==> config.mk <==
export PLATFORM = sky130hd
export DESIGN_NAME = tcec_timer
export DESIGN_NICKNAME = d
export VERILOG_FILES = /design/src/include/tcec_pkg.sv /design/src/rtl/tcec_timer.sv /design/src/rtl/tcec_input_filter.sv
export SDC_FILE = /design/constraint.sdc
export NUM_CORES = 1
export LEC_CHECK = 0
export BUFFER_PORTS_ARGS = -buffer_cell sky130_fd_sc_hd__buf_4
export CORE_ASPECT_RATIO = 2
export CORE_MARGIN = 2
export CORE_UTILIZATION = 50
export CTS_BUF_LIST = sky130_fd_sc_hd__clkbuf_2 sky130_fd_sc_hd__clkbuf_4 sky130_fd_sc_hd__clkbuf_8
export DETAILED_ROUTE_END_ITERATION = 16
export GPL_TIMING_DRIVEN = 0
export PLACE_DENSITY_LB_ADDON = 0.1
export REMOVE_ABC_BUFFERS = 1
export SLEW_MARGIN = 20
export SYNTH_ARGS = -nofsm -noshare
export SYNTH_HDL_FRONTEND = slang
export SYNTH_SLANG_ARGS = --single-unit
==> constraint.sdc <==
create_clock -name core_clk_i -period 2.9 [get_ports core_clk_i]
set_input_delay 0.145 -clock core_clk_i [delete_from_list [all_inputs] [get_ports core_clk_i]]
set_output_delay 0.145 -clock core_clk_i [all_outputs]
set_load 0.005 [all_outputs]
==> src/include/tcec_pkg.sv <==
// Purpose: Constants for the capture and event-counting timer block
// Assumes: 32-bit register port, one cycle read latency
// Notes: Register offsets are byte addresses of aligned words
//
// Overview of operation
// - Dual mode: primary edge captures count into B.
// - Dual mode: secondary edge captures count into A.
// - Each input: rising, falling or both edges.
// - Inputs need two equal count-clock samples first.
// - Two-register mode: opposite primary edge captures A.
// - Both-edge select in two-register mode: no A capture.
// - Restart mode: capture B, then clear count.
// - Both-edge select in restart mode: no A capture.
// - Event mode: each primary valid edge increments count.
// - Event mode: count equals nonzero A clears, raises match.
// - Event mode edges pass two-sample noise filter.
// - Edge code 00 fall, 01 rise, 11 both.
// - Count clock: divide 2, 4, 16, or edge.
package tcec_pkg;
  localparam logic [7:0] ADDR_MODE = 8'h00;
  localparam logic [7:0] ADDR_PRESCALE = 8'h04;
  localparam logic [7:0] ADDR_COUNT = 8'h08;
  localparam logic [7:0] ADDR_CCA = 8'h0C;
  localparam logic [7:0] ADDR_CCB = 8'h10;
  localparam logic [7:0] ADDR_STATUS = 8'h14;
  localparam logic [7:0] ADDR_IRQ_EN = 8'h18;
  localparam logic [7:0] ADDR_IRQ_CLR = 8'h1C;
  // Prescaler mode register fields
  localparam int CKSEL_LSB = 0;
  localparam int PEDGE_LSB = 4;
  localparam int SEDGE_LSB = 6;
  localparam logic [1:0] CK_DIV2 = 2'h0;
  localparam logic [1:0] CK_DIV4 = 2'h1;
  localparam logic [1:0] CK_DIV16 = 2'h2;
  localparam logic [1:0] CK_EDGE = 2'h3;
  localparam logic [1:0] EDGE_FALL = 2'h0;
  localparam logic [1:0] EDGE_RISE = 2'h1;
  localparam logic [1:0] EDGE_BOTH = 2'h3;
  // Timer mode control values
  localparam logic [2:0] MODE_STOP = 3'h0;
  localparam logic [2:0] MODE_DUAL = 3'h1;
  localparam logic [2:0] MODE_TWOREG = 3'h2;
  localparam logic [2:0] MODE_RESTART = 3'h3;
  localparam logic [2:0] MODE_EVENT = 3'h4;
  localparam logic [2:0] MODE_ONEREG = 3'h5;
  // Status bits
  localparam int ST_MATCH_A = 0;
  localparam int ST_CAPT_B = 1;
  localparam int ST_CAPT_A = 2;
  localparam logic [7:0] RESET_PRESCALE = 8'h00;
  localparam logic [2:0] RESET_MODE = 3'h0;
  localparam logic [15:0] RESET_CC = 16'h0000;
endpackage

==> src/rtl/tcec_timer.sv <==
// Purpose: 16-bit timer with capture and external event counting
// Assumes: Register port master never issues read and write together
// Notes: Status clear writes lose to a same-cycle event
//
// Our own choices: the placing of the registers and the plain strobed port.
`timescale 1ns/1ps
`default_nettype none
module tcec_timer (
  // Clock and reset
  input wire logic core_clk_i,
  input wire logic resetn_i,
  // Register port
  input wire logic [7:0] addr_i,
  input wire logic [31:0] wdata_i,
  input wire logic wr_i,
  input wire logic rd_i,
  output logic [31:0] rdata_o,
  // Timer pins
  input wire logic primary_timer_input_i,
  input wire logic secondary_timer_input_i,
  // Interrupts
  output logic match_a_irq_o,
  output logic capture_b_irq_o,
  output logic irq_o
);
  typedef struct packed {
    logic [2:0] timer_mode_control;
    logic [7:0] prescaler_mode_reg;
    logic [15:0] main_count;
    logic [15:0] capture_compare_a;
    logic [15:0] capture_compare_b;
    logic [3:0] div_cnt;
    logic tick;
    logic [2:0] status;
    logic [2:0] irq_en;
    logic match_a;
    logic capt_b;
    logic [31:0] rdata;
  } tcec_state_s;
  tcec_state_s cur, next_cur;
  logic p_rise, p_fall, s_rise, s_fall;
  // True when the filtered edges match a two-bit edge code
  function automatic logic edge_hit(input logic [1:0] code, input logic r, input logic f);
    logic hit;
    hit = 1'b0;
    unique case (code)
      tcec_pkg::EDGE_FALL: hit = f;
      tcec_pkg::EDGE_RISE: hit = r;
      tcec_pkg::EDGE_BOTH: hit = r | f;
      default: hit = 1'b0;
    endcase
    return hit;
  endfunction
  // Filters sample on the count clock tick; in edge-clock mode use core rate
  wire logic [1:0] pin_vec;
  wire logic [1:0] rise_vec;
  wire logic [1:0] fall_vec;
  assign pin_vec = {secondary_timer_input_i, primary_timer_input_i};
  // Index 0 is the primary pin, index 1 the secondary pin
  for (genvar g = 0; g < 2; g++) begin : g_flt
    tcec_input_filter tcec_input_filter_i (
      .core_clk_i(core_clk_i),
      .resetn_i(resetn_i),
      .pin_i(pin_vec[g]),
      .sample_i(cur.tick),
      .rise_o(rise_vec[g]),
      .fall_o(fall_vec[g])
    );
  end
  logic [1:0] cksel, pedge, sedge;
  logic p_valid, s_valid, p_opp, count_en;
  always_comb begin
    p_rise = rise_vec[0];
    p_fall = fall_vec[0];
    s_rise = rise_vec[1];
    s_fall = fall_vec[1];
    cksel = cur.prescaler_mode_reg[tcec_pkg::CKSEL_LSB +: 2];
    pedge = cur.prescaler_mode_reg[tcec_pkg::PEDGE_LSB +: 2];
    sedge = cur.prescaler_mode_reg[tcec_pkg::SEDGE_LSB +: 2];
    p_valid = edge_hit(pedge, p_rise, p_fall);
    s_valid = edge_hit(sedge, s_rise, s_fall);
    // Opposite edge exists only for a single-edge select
    p_opp = (pedge == tcec_pkg::EDGE_RISE) ? p_fall :
            (pedge == tcec_pkg::EDGE_FALL) ? p_rise : 1'b0;
    // Divided clock or the qualified primary edge advances the count
    count_en = (cksel == tcec_pkg::CK_EDGE) ? p_valid : cur.tick;
  end
  always_comb begin
    logic hw_capt_a;
    hw_capt_a = 1'b0;
    next_cur = cur;
    next_cur.div_cnt = cur.div_cnt + 4'h1;
    // Prescaler tick; edge-clock mode samples every core cycle
    unique case (cksel)
      tcec_pkg::CK_DIV2: next_cur.tick = cur.div_cnt[0];
      tcec_pkg::CK_DIV4: next_cur.tick = (cur.div_cnt[1:0] == 2'h3);
      tcec_pkg::CK_DIV16: next_cur.tick = (cur.div_cnt == 4'hF);
      tcec_pkg::CK_EDGE: next_cur.tick = 1'b1;
    endcase
    next_cur.match_a = 1'b0;
    next_cur.capt_b = 1'b0;
    next_cur.rdata = 32'h0000_0000;
    unique case (cur.timer_mode_control)
      tcec_pkg::MODE_STOP: begin
        next_cur.main_count = 16'h0000;
      end
      tcec_pkg::MODE_DUAL: begin
        if (count_en) begin
          next_cur.main_count = cur.main_count + 16'h0001;
        end
        if (p_valid) begin
          next_cur.capture_compare_b = cur.main_count;
          next_cur.capt_b = 1'b1;
        end
        if (s_valid) begin
          next_cur.capture_compare_a = cur.main_count;
          hw_capt_a = 1'b1;
          next_cur.match_a = 1'b1;
        end
      end
      tcec_pkg::MODE_TWOREG: begin
        if (count_en) begin
          next_cur.main_count = cur.main_count + 16'h0001;
        end
        if (p_valid) begin
          next_cur.capture_compare_b = cur.main_count;
          next_cur.capt_b = 1'b1;
        end
        if (p_opp) begin
          next_cur.capture_compare_a = cur.main_count;
          hw_capt_a = 1'b1;
        end
      end
      tcec_pkg::MODE_ONEREG: begin
        if (count_en) begin
          next_cur.main_count = cur.main_count + 16'h0001;
        end
        if (p_valid) begin
          next_cur.capture_compare_b = cur.main_count;
          next_cur.capt_b = 1'b1;
        end
      end
      tcec_pkg::MODE_RESTART: begin
        if (p_valid) begin
          // Capture first, then restart from zero
          next_cur.capture_compare_b = cur.main_count;
          next_cur.capt_b = 1'b1;
          next_cur.main_count = 16'h0000;
        end else if (count_en) begin
          next_cur.main_count = cur.main_count + 16'h0001;
        end
        if (p_opp) begin
          next_cur.capture_compare_a = cur.main_count;
          hw_capt_a = 1'b1;
        end
      end
      tcec_pkg::MODE_EVENT: begin
        // A zero compare would never fire usefully; the match is blocked while A is zero
        if (cur.main_count == cur.capture_compare_a && cur.capture_compare_a != 16'h0000) begin
          next_cur.main_count = 16'h0000;
          next_cur.match_a = 1'b1;
        end else if (p_valid) begin
          next_cur.main_count = cur.main_count + 16'h0001;
        end
      end
      default: begin
        next_cur.main_count = cur.main_count;
      end
    endcase
    // Register writes; compare register A is writable, B is capture only
    if (wr_i) begin
      unique case (addr_i)
        tcec_pkg::ADDR_MODE: next_cur.timer_mode_control = wdata_i[2:0];
        tcec_pkg::ADDR_PRESCALE: next_cur.prescaler_mode_reg = wdata_i[7:0];
        tcec_pkg::ADDR_CCA: next_cur.capture_compare_a = wdata_i[15:0];
        tcec_pkg::ADDR_IRQ_EN: next_cur.irq_en = wdata_i[2:0];
        default: next_cur.irq_en = cur.irq_en;
      endcase
    end
    if (wr_i && addr_i == tcec_pkg::ADDR_IRQ_CLR) begin
      next_cur.status = cur.status & ~wdata_i[2:0];
    end
    // Set after clear so a same-cycle event wins
    if (next_cur.match_a) begin
      next_cur.status[tcec_pkg::ST_MATCH_A] = 1'b1;
    end
    if (next_cur.capt_b) begin
      next_cur.status[tcec_pkg::ST_CAPT_B] = 1'b1;
    end
    // A capture of an unchanged value still counts as a capture
    if (hw_capt_a && !(wr_i && addr_i == tcec_pkg::ADDR_CCA)) begin
      next_cur.status[tcec_pkg::ST_CAPT_A] = 1'b1;
    end
    if (rd_i) begin
      unique case (addr_i)
        tcec_pkg::ADDR_MODE: next_cur.rdata = {29'h0, cur.timer_mode_control};
        tcec_pkg::ADDR_PRESCALE: next_cur.rdata = {24'h0, cur.prescaler_mode_reg};
        tcec_pkg::ADDR_COUNT: next_cur.rdata = {16'h0, cur.main_count};
        tcec_pkg::ADDR_CCA: next_cur.rdata = {16'h0, cur.capture_compare_a};
        tcec_pkg::ADDR_CCB: next_cur.rdata = {16'h0, cur.capture_compare_b};
        tcec_pkg::ADDR_STATUS: next_cur.rdata = {29'h0, cur.status};
        tcec_pkg::ADDR_IRQ_EN: next_cur.rdata = {29'h0, cur.irq_en};
        default: next_cur.rdata = 32'h0000_0000;
      endcase
    end
  end
  always_ff @(posedge core_clk_i or negedge resetn_i) begin
    if (!resetn_i) begin
      cur <= '0;
    end else begin
      cur <= next_cur;
    end
  end
  assign rdata_o = cur.rdata;
  assign match_a_irq_o = cur.match_a;
  assign capture_b_irq_o = cur.capt_b;
  assign irq_o = |(cur.status & cur.irq_en);
endmodule
`default_nettype wire

==> src/rtl/tcec_input_filter.sv <==
// Purpose: Synchronise a timer input and qualify it by two count-clock samples
// Assumes: sample_i is a one-cycle tick of the selected count clock
// Notes: Edge pulses are one core cycle long
`timescale 1ns/1ps
`default_nettype none
module tcec_input_filter (
  // Clock and reset
  input wire logic core_clk_i,
  input wire logic resetn_i,
  // Pin and sampling
  input wire logic pin_i,
  input wire logic sample_i,
  // Filtered edges
  output logic rise_o,
  output logic fall_o
);
  typedef struct packed {
    logic sync1;
    logic sync2;
    logic smp;
    logic level;
    logic rise;
    logic fall;
  } tcec_flt_s;
  tcec_flt_s cur, next_cur;
  always_comb begin
    next_cur = cur;
    next_cur.sync1 = pin_i;
    next_cur.sync2 = cur.sync1;
    next_cur.rise = 1'b0;
    next_cur.fall = 1'b0;
    if (sample_i) begin
      next_cur.smp = cur.sync2;
      // Level only moves after two equal samples, so short glitches vanish
      if (cur.sync2 == cur.smp && cur.smp != cur.level) begin
        next_cur.level = cur.smp;
        next_cur.rise = cur.smp;
        next_cur.fall = ~cur.smp;
      end
    end
  end
  always_ff @(posedge core_clk_i or negedge resetn_i) begin
    if (!resetn_i) begin
      cur <= '0;
    end else begin
      cur <= next_cur;
    end
  end
  assign rise_o = cur.rise;
  assign fall_o = cur.fall;
endmodule
`default_nettype wire

**After elaboration in Yosys (flattened, before gate mapping)**

Index checks and enable logic that the tools add are counted.

- Word-level logic and storage cells: 123
- Output and inout bits: 35
- Bits in registers: 116
- Bits of input ports: 46

- Bitwise gates (word level): 7
- Mux-type cells: 33
- Reductions and logical operators: 28
- Add/sub/neg operators: 2
- Eq/ne operators: 27

Operators by type and width:

| operator | count |
|---|---|
| two-way mux 16 bit | 9 |
| case mux 16 bit (7 select lines) | 1 |
| case mux 16 bit (4 select lines) | 1 |
| == test 8 x 5 -> 1 bit, second input constant | 4 |
| case mux 16 bit (2 select lines) | 1 |
| adder 16 x 1 -> 16 bit, second input constant | 1 |
| == test 16 bit | 1 |
| == test 8 x 4 -> 1 bit, second input constant | 2 |
| nonzero test 16 bit | 1 |
| AND reduction 2 bit | 7 |
| two-way mux 1 bit | 11 |
| == test 2 bit, second input constant | 5 |
| == test 8 x 3 -> 1 bit, second input constant | 1 |
| zero test 8 bit | 1 |
| two-way mux 2 bit | 4 |
| AND 3 bit | 2 |
| == test 2 x 1 -> 1 bit, second input constant | 3 |
| == test 3 x 2 -> 1 bit, second input constant | 2 |
| == test 3 bit, second input constant | 2 |
| logical AND 1 bit | 6 |
| zero test 2 bit | 3 |
| case mux 1 bit (3 select lines) | 2 |
| nonzero test 2 bit | 3 |
| OR reduction 3 bit | 2 |
| other kinds (17) | 22 |

**Depth between registers and ports, before layout**

- Word-level depth: 7
- Gate-level depth with buffers: 8
- Mapped depth without buffers: 7

**Modules after synthesis**

Synthesis repeated with hierarchy kept, for this count alone.

- Cells, all modules: 498
- Area, all modules: 5,206.2 µm²

By module, submodules not included:

| module | times used | area an instance (µm²) | cells each | sequential area each (µm²) |
|---|---|---|---|---|
| tcec_timer | 1 | 4,805.9 | 470 | 2,202.1 |
| tcec_input_filter | 2 | 200.2 | 14 | 150.1 |

**Worst setup path before layout**

No wires, ideal clock.

- Path type: register to register
- Start: register cur[77] (netlist name)
- End: register cur[87] (netlist name)
- Cell stages (with the launch flop): 8
- Path buffers: 0
- Period minus slack after synthesis: 1.837 ns
- Setup time: 0.079 ns
- Setup slack: 1.063 ns
- Arrival time: 1.758 ns
- Required time: 2.821 ns
- Path through: dfrtp_1 -> ha_1 -> and3_1 -> and3_1 -> and3_1 -> nand3_1 -> a2111oi_0 -> a2bb2oi_1

- Longest elaborated chain between the ends: 4
- Elaborated cells between the ends (all ways): 10
- Classes of those cells: add/sub: 1; eq/ne: 2; mux: 5; reduce/logical: 2

RTL lines:

| what | RTL line | text |
|---|---|---|
| start: declaration | tcec_timer.sv:40 | `tcec_state_s cur, next_cur;` |
| start signal: assignment | tcec_timer.sv:211 | `cur <= next_cur;` |
| adder 16 x 1 -> 16 bit / == test 16 bit (equally long branches) | n/a |  |
| two-way mux 16 bit (tied with other cells) | tcec_timer.sv:162 | `end else if (p_valid) begin` |
| two-way mux 16 bit (tied with other cells) | tcec_timer.sv:159 | `if (cur.main_count == cur.capture_compare_a && cur.capture_compare_a != 16'h0000) begin` |
| case mux 16 bit (4 select lines) / AND reduction 2 bit (equally long branches) | n/a |  |

Parallel ways exist; a longest one is shown, timed or not. The select of a mux whose other input is x is not followed.
A chain may end at the register's enable or synchronous reset.

**Worst setup path in the final report**

- Start: register cur[61] (netlist name)
- End: register cur[90] (netlist name)

- Longest elaborated chain between the ends: 4
- Elaborated cells between the ends (all ways): 7
- Classes of those cells: eq/ne: 2; mux: 2; reduce/logical: 3

RTL lines:

| what | RTL line |
|---|---|
| == test 16 bit / nonzero test 16 bit (equally long branches) | tcec_timer.sv:159 |
| logical AND 1 bit (*) | tcec_timer.sv:159 |
| two-way mux 16 bit / != test 3 bit (equally long branches) | n/a |
| case mux 16 bit (4 select lines) / AND reduction 2 bit (equally long branches) | n/a |

Mark *: on every way between the ends. The rest lies on a longest branch, timed or not.

==> reports/summary.json <==
{
  "outcome": "completed",
  "antenna_cells": 0,
  "cts.sink_count": 100,
  "power.share.sequential": 0.574,
  "holdCritPathClass": "input port to flip-flop",
  "critPathRequiredTime_ns": 3.20,
  "dp_worst_setup_slack_ns": -0.174,
  "synth_simple_gate_area_frac": 0.124,
  "wirelength_mm": 12.9,
  "critPathLaunchType": "flip-flop",
  "timing.max_slew.rel_slack": 0.369,
  "dieHeight_um": 148,
  "area_delta_synth_final_pct": 9.95,
  "use_met1": 0.262,
  "core_area_um2": 10100,
  "grt_max_degree": 101,
  "share_of_the_clock_period_used_by_the_worst_path": 0.826,
  "synth.cell_area_um2": 5210,
  "share_of_post_route_cells_with_drive_strength_above_1": 0.208,
  "yosys.area_share.adder": 0.00481,
  "grtUsageMet2": 0.424,
  "design.final.nets": 572,
  "report.final.slew_viol_count": 0,
  "cts.root.buffer_cell": "sky130_fd_sc_hd__clkbuf_8",
  "die_area_um2": 11300,
  "multi_input_comb_area_um2": 2320,
  "rsz0062_at_grt": "false",
  "dr.pass1.iters": 5,
  "final_hold_viol_count": 0,
  "avgSynthCellArea_um2": 10.4,
  "number_of_vias_after_detailed_routing": 4056,
  "netSwitchingPower_mw": 0.826,
  "maxCapViolCount": 0,
  "ys_seq_elements": 100,
  "ios": 81,
  "largest_family_of_logic_cells_by_synthesized_area": "compound AO/OA/AOI/OAI gates",
  "drt-initial-drc-count": 477,
  "hold_path.startpoint": "wdata_i[15]",
  "synth-edff-count": 0,
  "ant_nets": 0,
  "cts.path.max_buffers": 2,
  "max_slew.worst_pin.slew_ns": 0.944,
  "die-width_um": 76.2,
  "ys_seq_area_frac": 0.481,
  "cp_max_fo": 13,
  "initial_core_util": 0.513,
  "worst_setup_hold_path_clk_slew_ns": 0.11,
  "post-route-min-period_ns": 2.39,
  "groute.layer.met3.usage": 0.0388,
  "p_total_mw": 2.79,
  "cts_buffers": 9,
  "startpoint": "cur[61]",
  "fp-row-count": 52,
  "xor_xnor_portion_of_the_synthesized_cell_area": 0.0320,
  "grt_peak_use_layer": "met2",
  "synth_top_area_cell": "sky130_fd_sc_hd__dfrtp_1",
  "p_per_area_nw_per_um2": 487,
  "first_global_vias": 3952,
  "synth-warning-count": 0,
  "cts_htree_levels": 3,
  "yosysUniqueCellTypes": 53,
  "worst-setup-path-type": "flip-flop to flip-flop",
  "vdd.ir_drop.worst_mv": 0.363,
  "port-buffer-count": 48,
  "yosys.cell_count.top_type": "sky130_fd_sc_hd__dfrtp_1",
  "sw_frac_of_total": 0.296,
  "worst_setup_end_kind": "flip-flop",
  "globalplace.congestion": 0.916,
  "clock_power_share": 0.322,
  "p_int_mw": 1.96,
  "grt_first_pass_wirelength_mm": 20.6,
  "syn_inst": 500,
  "filler_cell_count_in_the_final_layout": 942,
  "finalSetupViolCount": 0,
  "grt_antenna_before_repair": 0,
  "regToRegStartpoint": "cur[61]",
  "insertion_delay_ns": 0.39,
  "post-route-worst-setup-slack_ns": 0.505,
  "fraction_of_the_mapped_netlist_area_in_compound_gates": 0.168,
  "synth.area.top_cells": "sky130_fd_sc_hd__dfrtp_1, sky130_fd_sc_hd__mux2_2, sky130_fd_sc_hd__buf_4, sky130_fd_sc_hd__mux2i_1, sky130_fd_sc_hd__a22oi_1",
  "synthDominantCellAreaShare": 0.481,
  "route.detailed.wl_per_inst_um": 19.4,
  "cp_data_arrival_time_ns": 2.70,
  "vias_per_cell": 6.11,
  "detail_route.drc_violations": 0,
  "power.combinational.fraction": 0.104,
  "ys.flop_type": "sky130_fd_sc_hd__dfrtp_1",
  "yosys-top-cells-count": "sky130_fd_sc_hd__dfrtp_1, sky130_fd_sc_hd__nor2_1, sky130_fd_sc_hd__buf_4",
  "grt.total_usage": 0.235,
  "max_freq_ghz": 0.418,
  "global_route_overflow": 0,
  "p_leak_nw": 2.41,
  "tritoncts": "yes",
  "synth-async-reset-ratio": 1.00,
  "synth.area.mux_share": 0.104,
  "dp_hpwl_mm": 8.85,
  "final-seq-area_um2": 2500,
  "fin_worst_skew_ns": 0.0119
}
cell type report:
class / instances / area share
clock buffers: 9 / 0.0216
clock inverters: 7 / 0.0131
inverters: 15 / 0.00983
multi-input cells: 339 / 0.406
flip-flops and latches: 100 / 0.437
well taps: 135 / 0.0295
repair buffers: 59 / 0.0828
worst max-delay path: stages, from the launching register on:
cell and delay, ns:
sky130_fd_sc_hd__dfrtp_1 0.47, sky130_fd_sc_hd__nor4_1 0.34, sky130_fd_sc_hd__nand4_1 0.13, sky130_fd_sc_hd__and3_4 0.20
sky130_fd_sc_hd__a211oi_2 0.78, sky130_fd_sc_hd__o21ai_0 0.18, sky130_fd_sc_hd__a22oi_1 0.21
power groups by stage:
| stage | registers [mW] | logic (mW) | clock network [mW] |
|---|---|---|---|
| 2_1_floorplan | 1.58 | 0.178 | 0 |
| 3_3_place_gp | 1.62 | 0.268 | 0 |
| 3_5_place_dp | 1.62 | 0.278 | 0 |
| 4_1_cts | 1.60 | 0.291 | 0.915 |
| 5_1_grt | 1.61 | 0.325 | 0.979 |
| 6_report | 1.60 | 0.290 | 0.898 |
per-layer routing:
| layer | routed length, um | vias to the layer above | part of all wire |
|---|---|---|---|
| met3 | 649 | 41 | 0.050 |
| met4 | 600 | 0 | 0.047 |
| met5 | 0 | - | 0 |
| met2 | 6910 | 159 | 0.54 |
| li1 | - | 1823 | - |
| met1 | 4700 | 2033 | 0.37 |
repair_timing:
item                                   in CTS  in global routing
resized for setup                           0                  0
buffers inserted                            0                  0
hold buffers                               11                  0
endpoints found under the hold margin     110                  0
stage by stage:
step           std cells   util  TNS, ns  hold slack [ns]  cell area (um2)
3_3_place_gp         637  0.532  -0.0555            0.256             5400
2_1_floorplan        454      -        0           -0.151             4870
4_1_cts              664  0.563        0          0.00264             5720
3_5_place_dp         637  0.533    -1.24            0.255             5410
6_report             664  0.564        0           0.0116             5730
5_1_grt              664  0.564        0           0.0191             5730
state kept, by name, indices dropped and copies added, names as in the netlist:
| register | flops |
|---|---|
| rdata_o | 16 |
| g_flt.tcec_input_filter_i.cur | 8 |
| cur | 68 |
| capture_b_irq_o | 1 |
| cksel | 2 |
| g_flt.tcec_input_filter_i.rise_o | 2 |
| g_flt.tcec_input_filter_i.fall_o | 2 |
| match_a_irq_o | 1 |
cells in the final DEF, fill, tap and decap left out, types with 16 or more instances in the layout:
cell type,instances
sky130_fd_sc_hd__a21oi_1,32
sky130_fd_sc_hd__a22oi_1,23
sky130_fd_sc_hd__nand2_1,18
sky130_fd_sc_hd__o21ai_0,16
sky130_fd_sc_hd__mux2_2,30
sky130_fd_sc_hd__mux2i_1,18
sky130_fd_sc_hd__nor2_1,38
sky130_fd_sc_hd__buf_4,47
sky130_fd_sc_hd__conb_1,16
sky130_fd_sc_hd__dfrtp_1,100
final timing paths:
| path | end | slack (ns) | cells past startpoint |
|---|---|---|---|
| max | cur[90] | 0.51 | 6 |
| min reg2reg | g_flt[0].tcec_input_filter_i.cur[4] | 0.37 | 0 |
| max in group asynchronous | cur[80] | 1.85 | 2 |
| min in group asynchronous | capture_b_irq_o | 0.40 | 2 |
| max reg2reg | cur[90] | 0.51 | 6 |
| min | cur[76] | 0.01 | 3 |
cells by family (layout without fill, tap and decap cells):
group / Yosys count / after routing
simple gates: 127 / 127
compound gates: 126 / 126
flops: 100 / 100
buf+inv: 76 / 90
mux: 49 / 49
xor+xnor: 19 / 19
fa+ha+maj: 2 / 2
other cells: 1 / 16
Note: power is estimated with default switching activity, not from simulation.
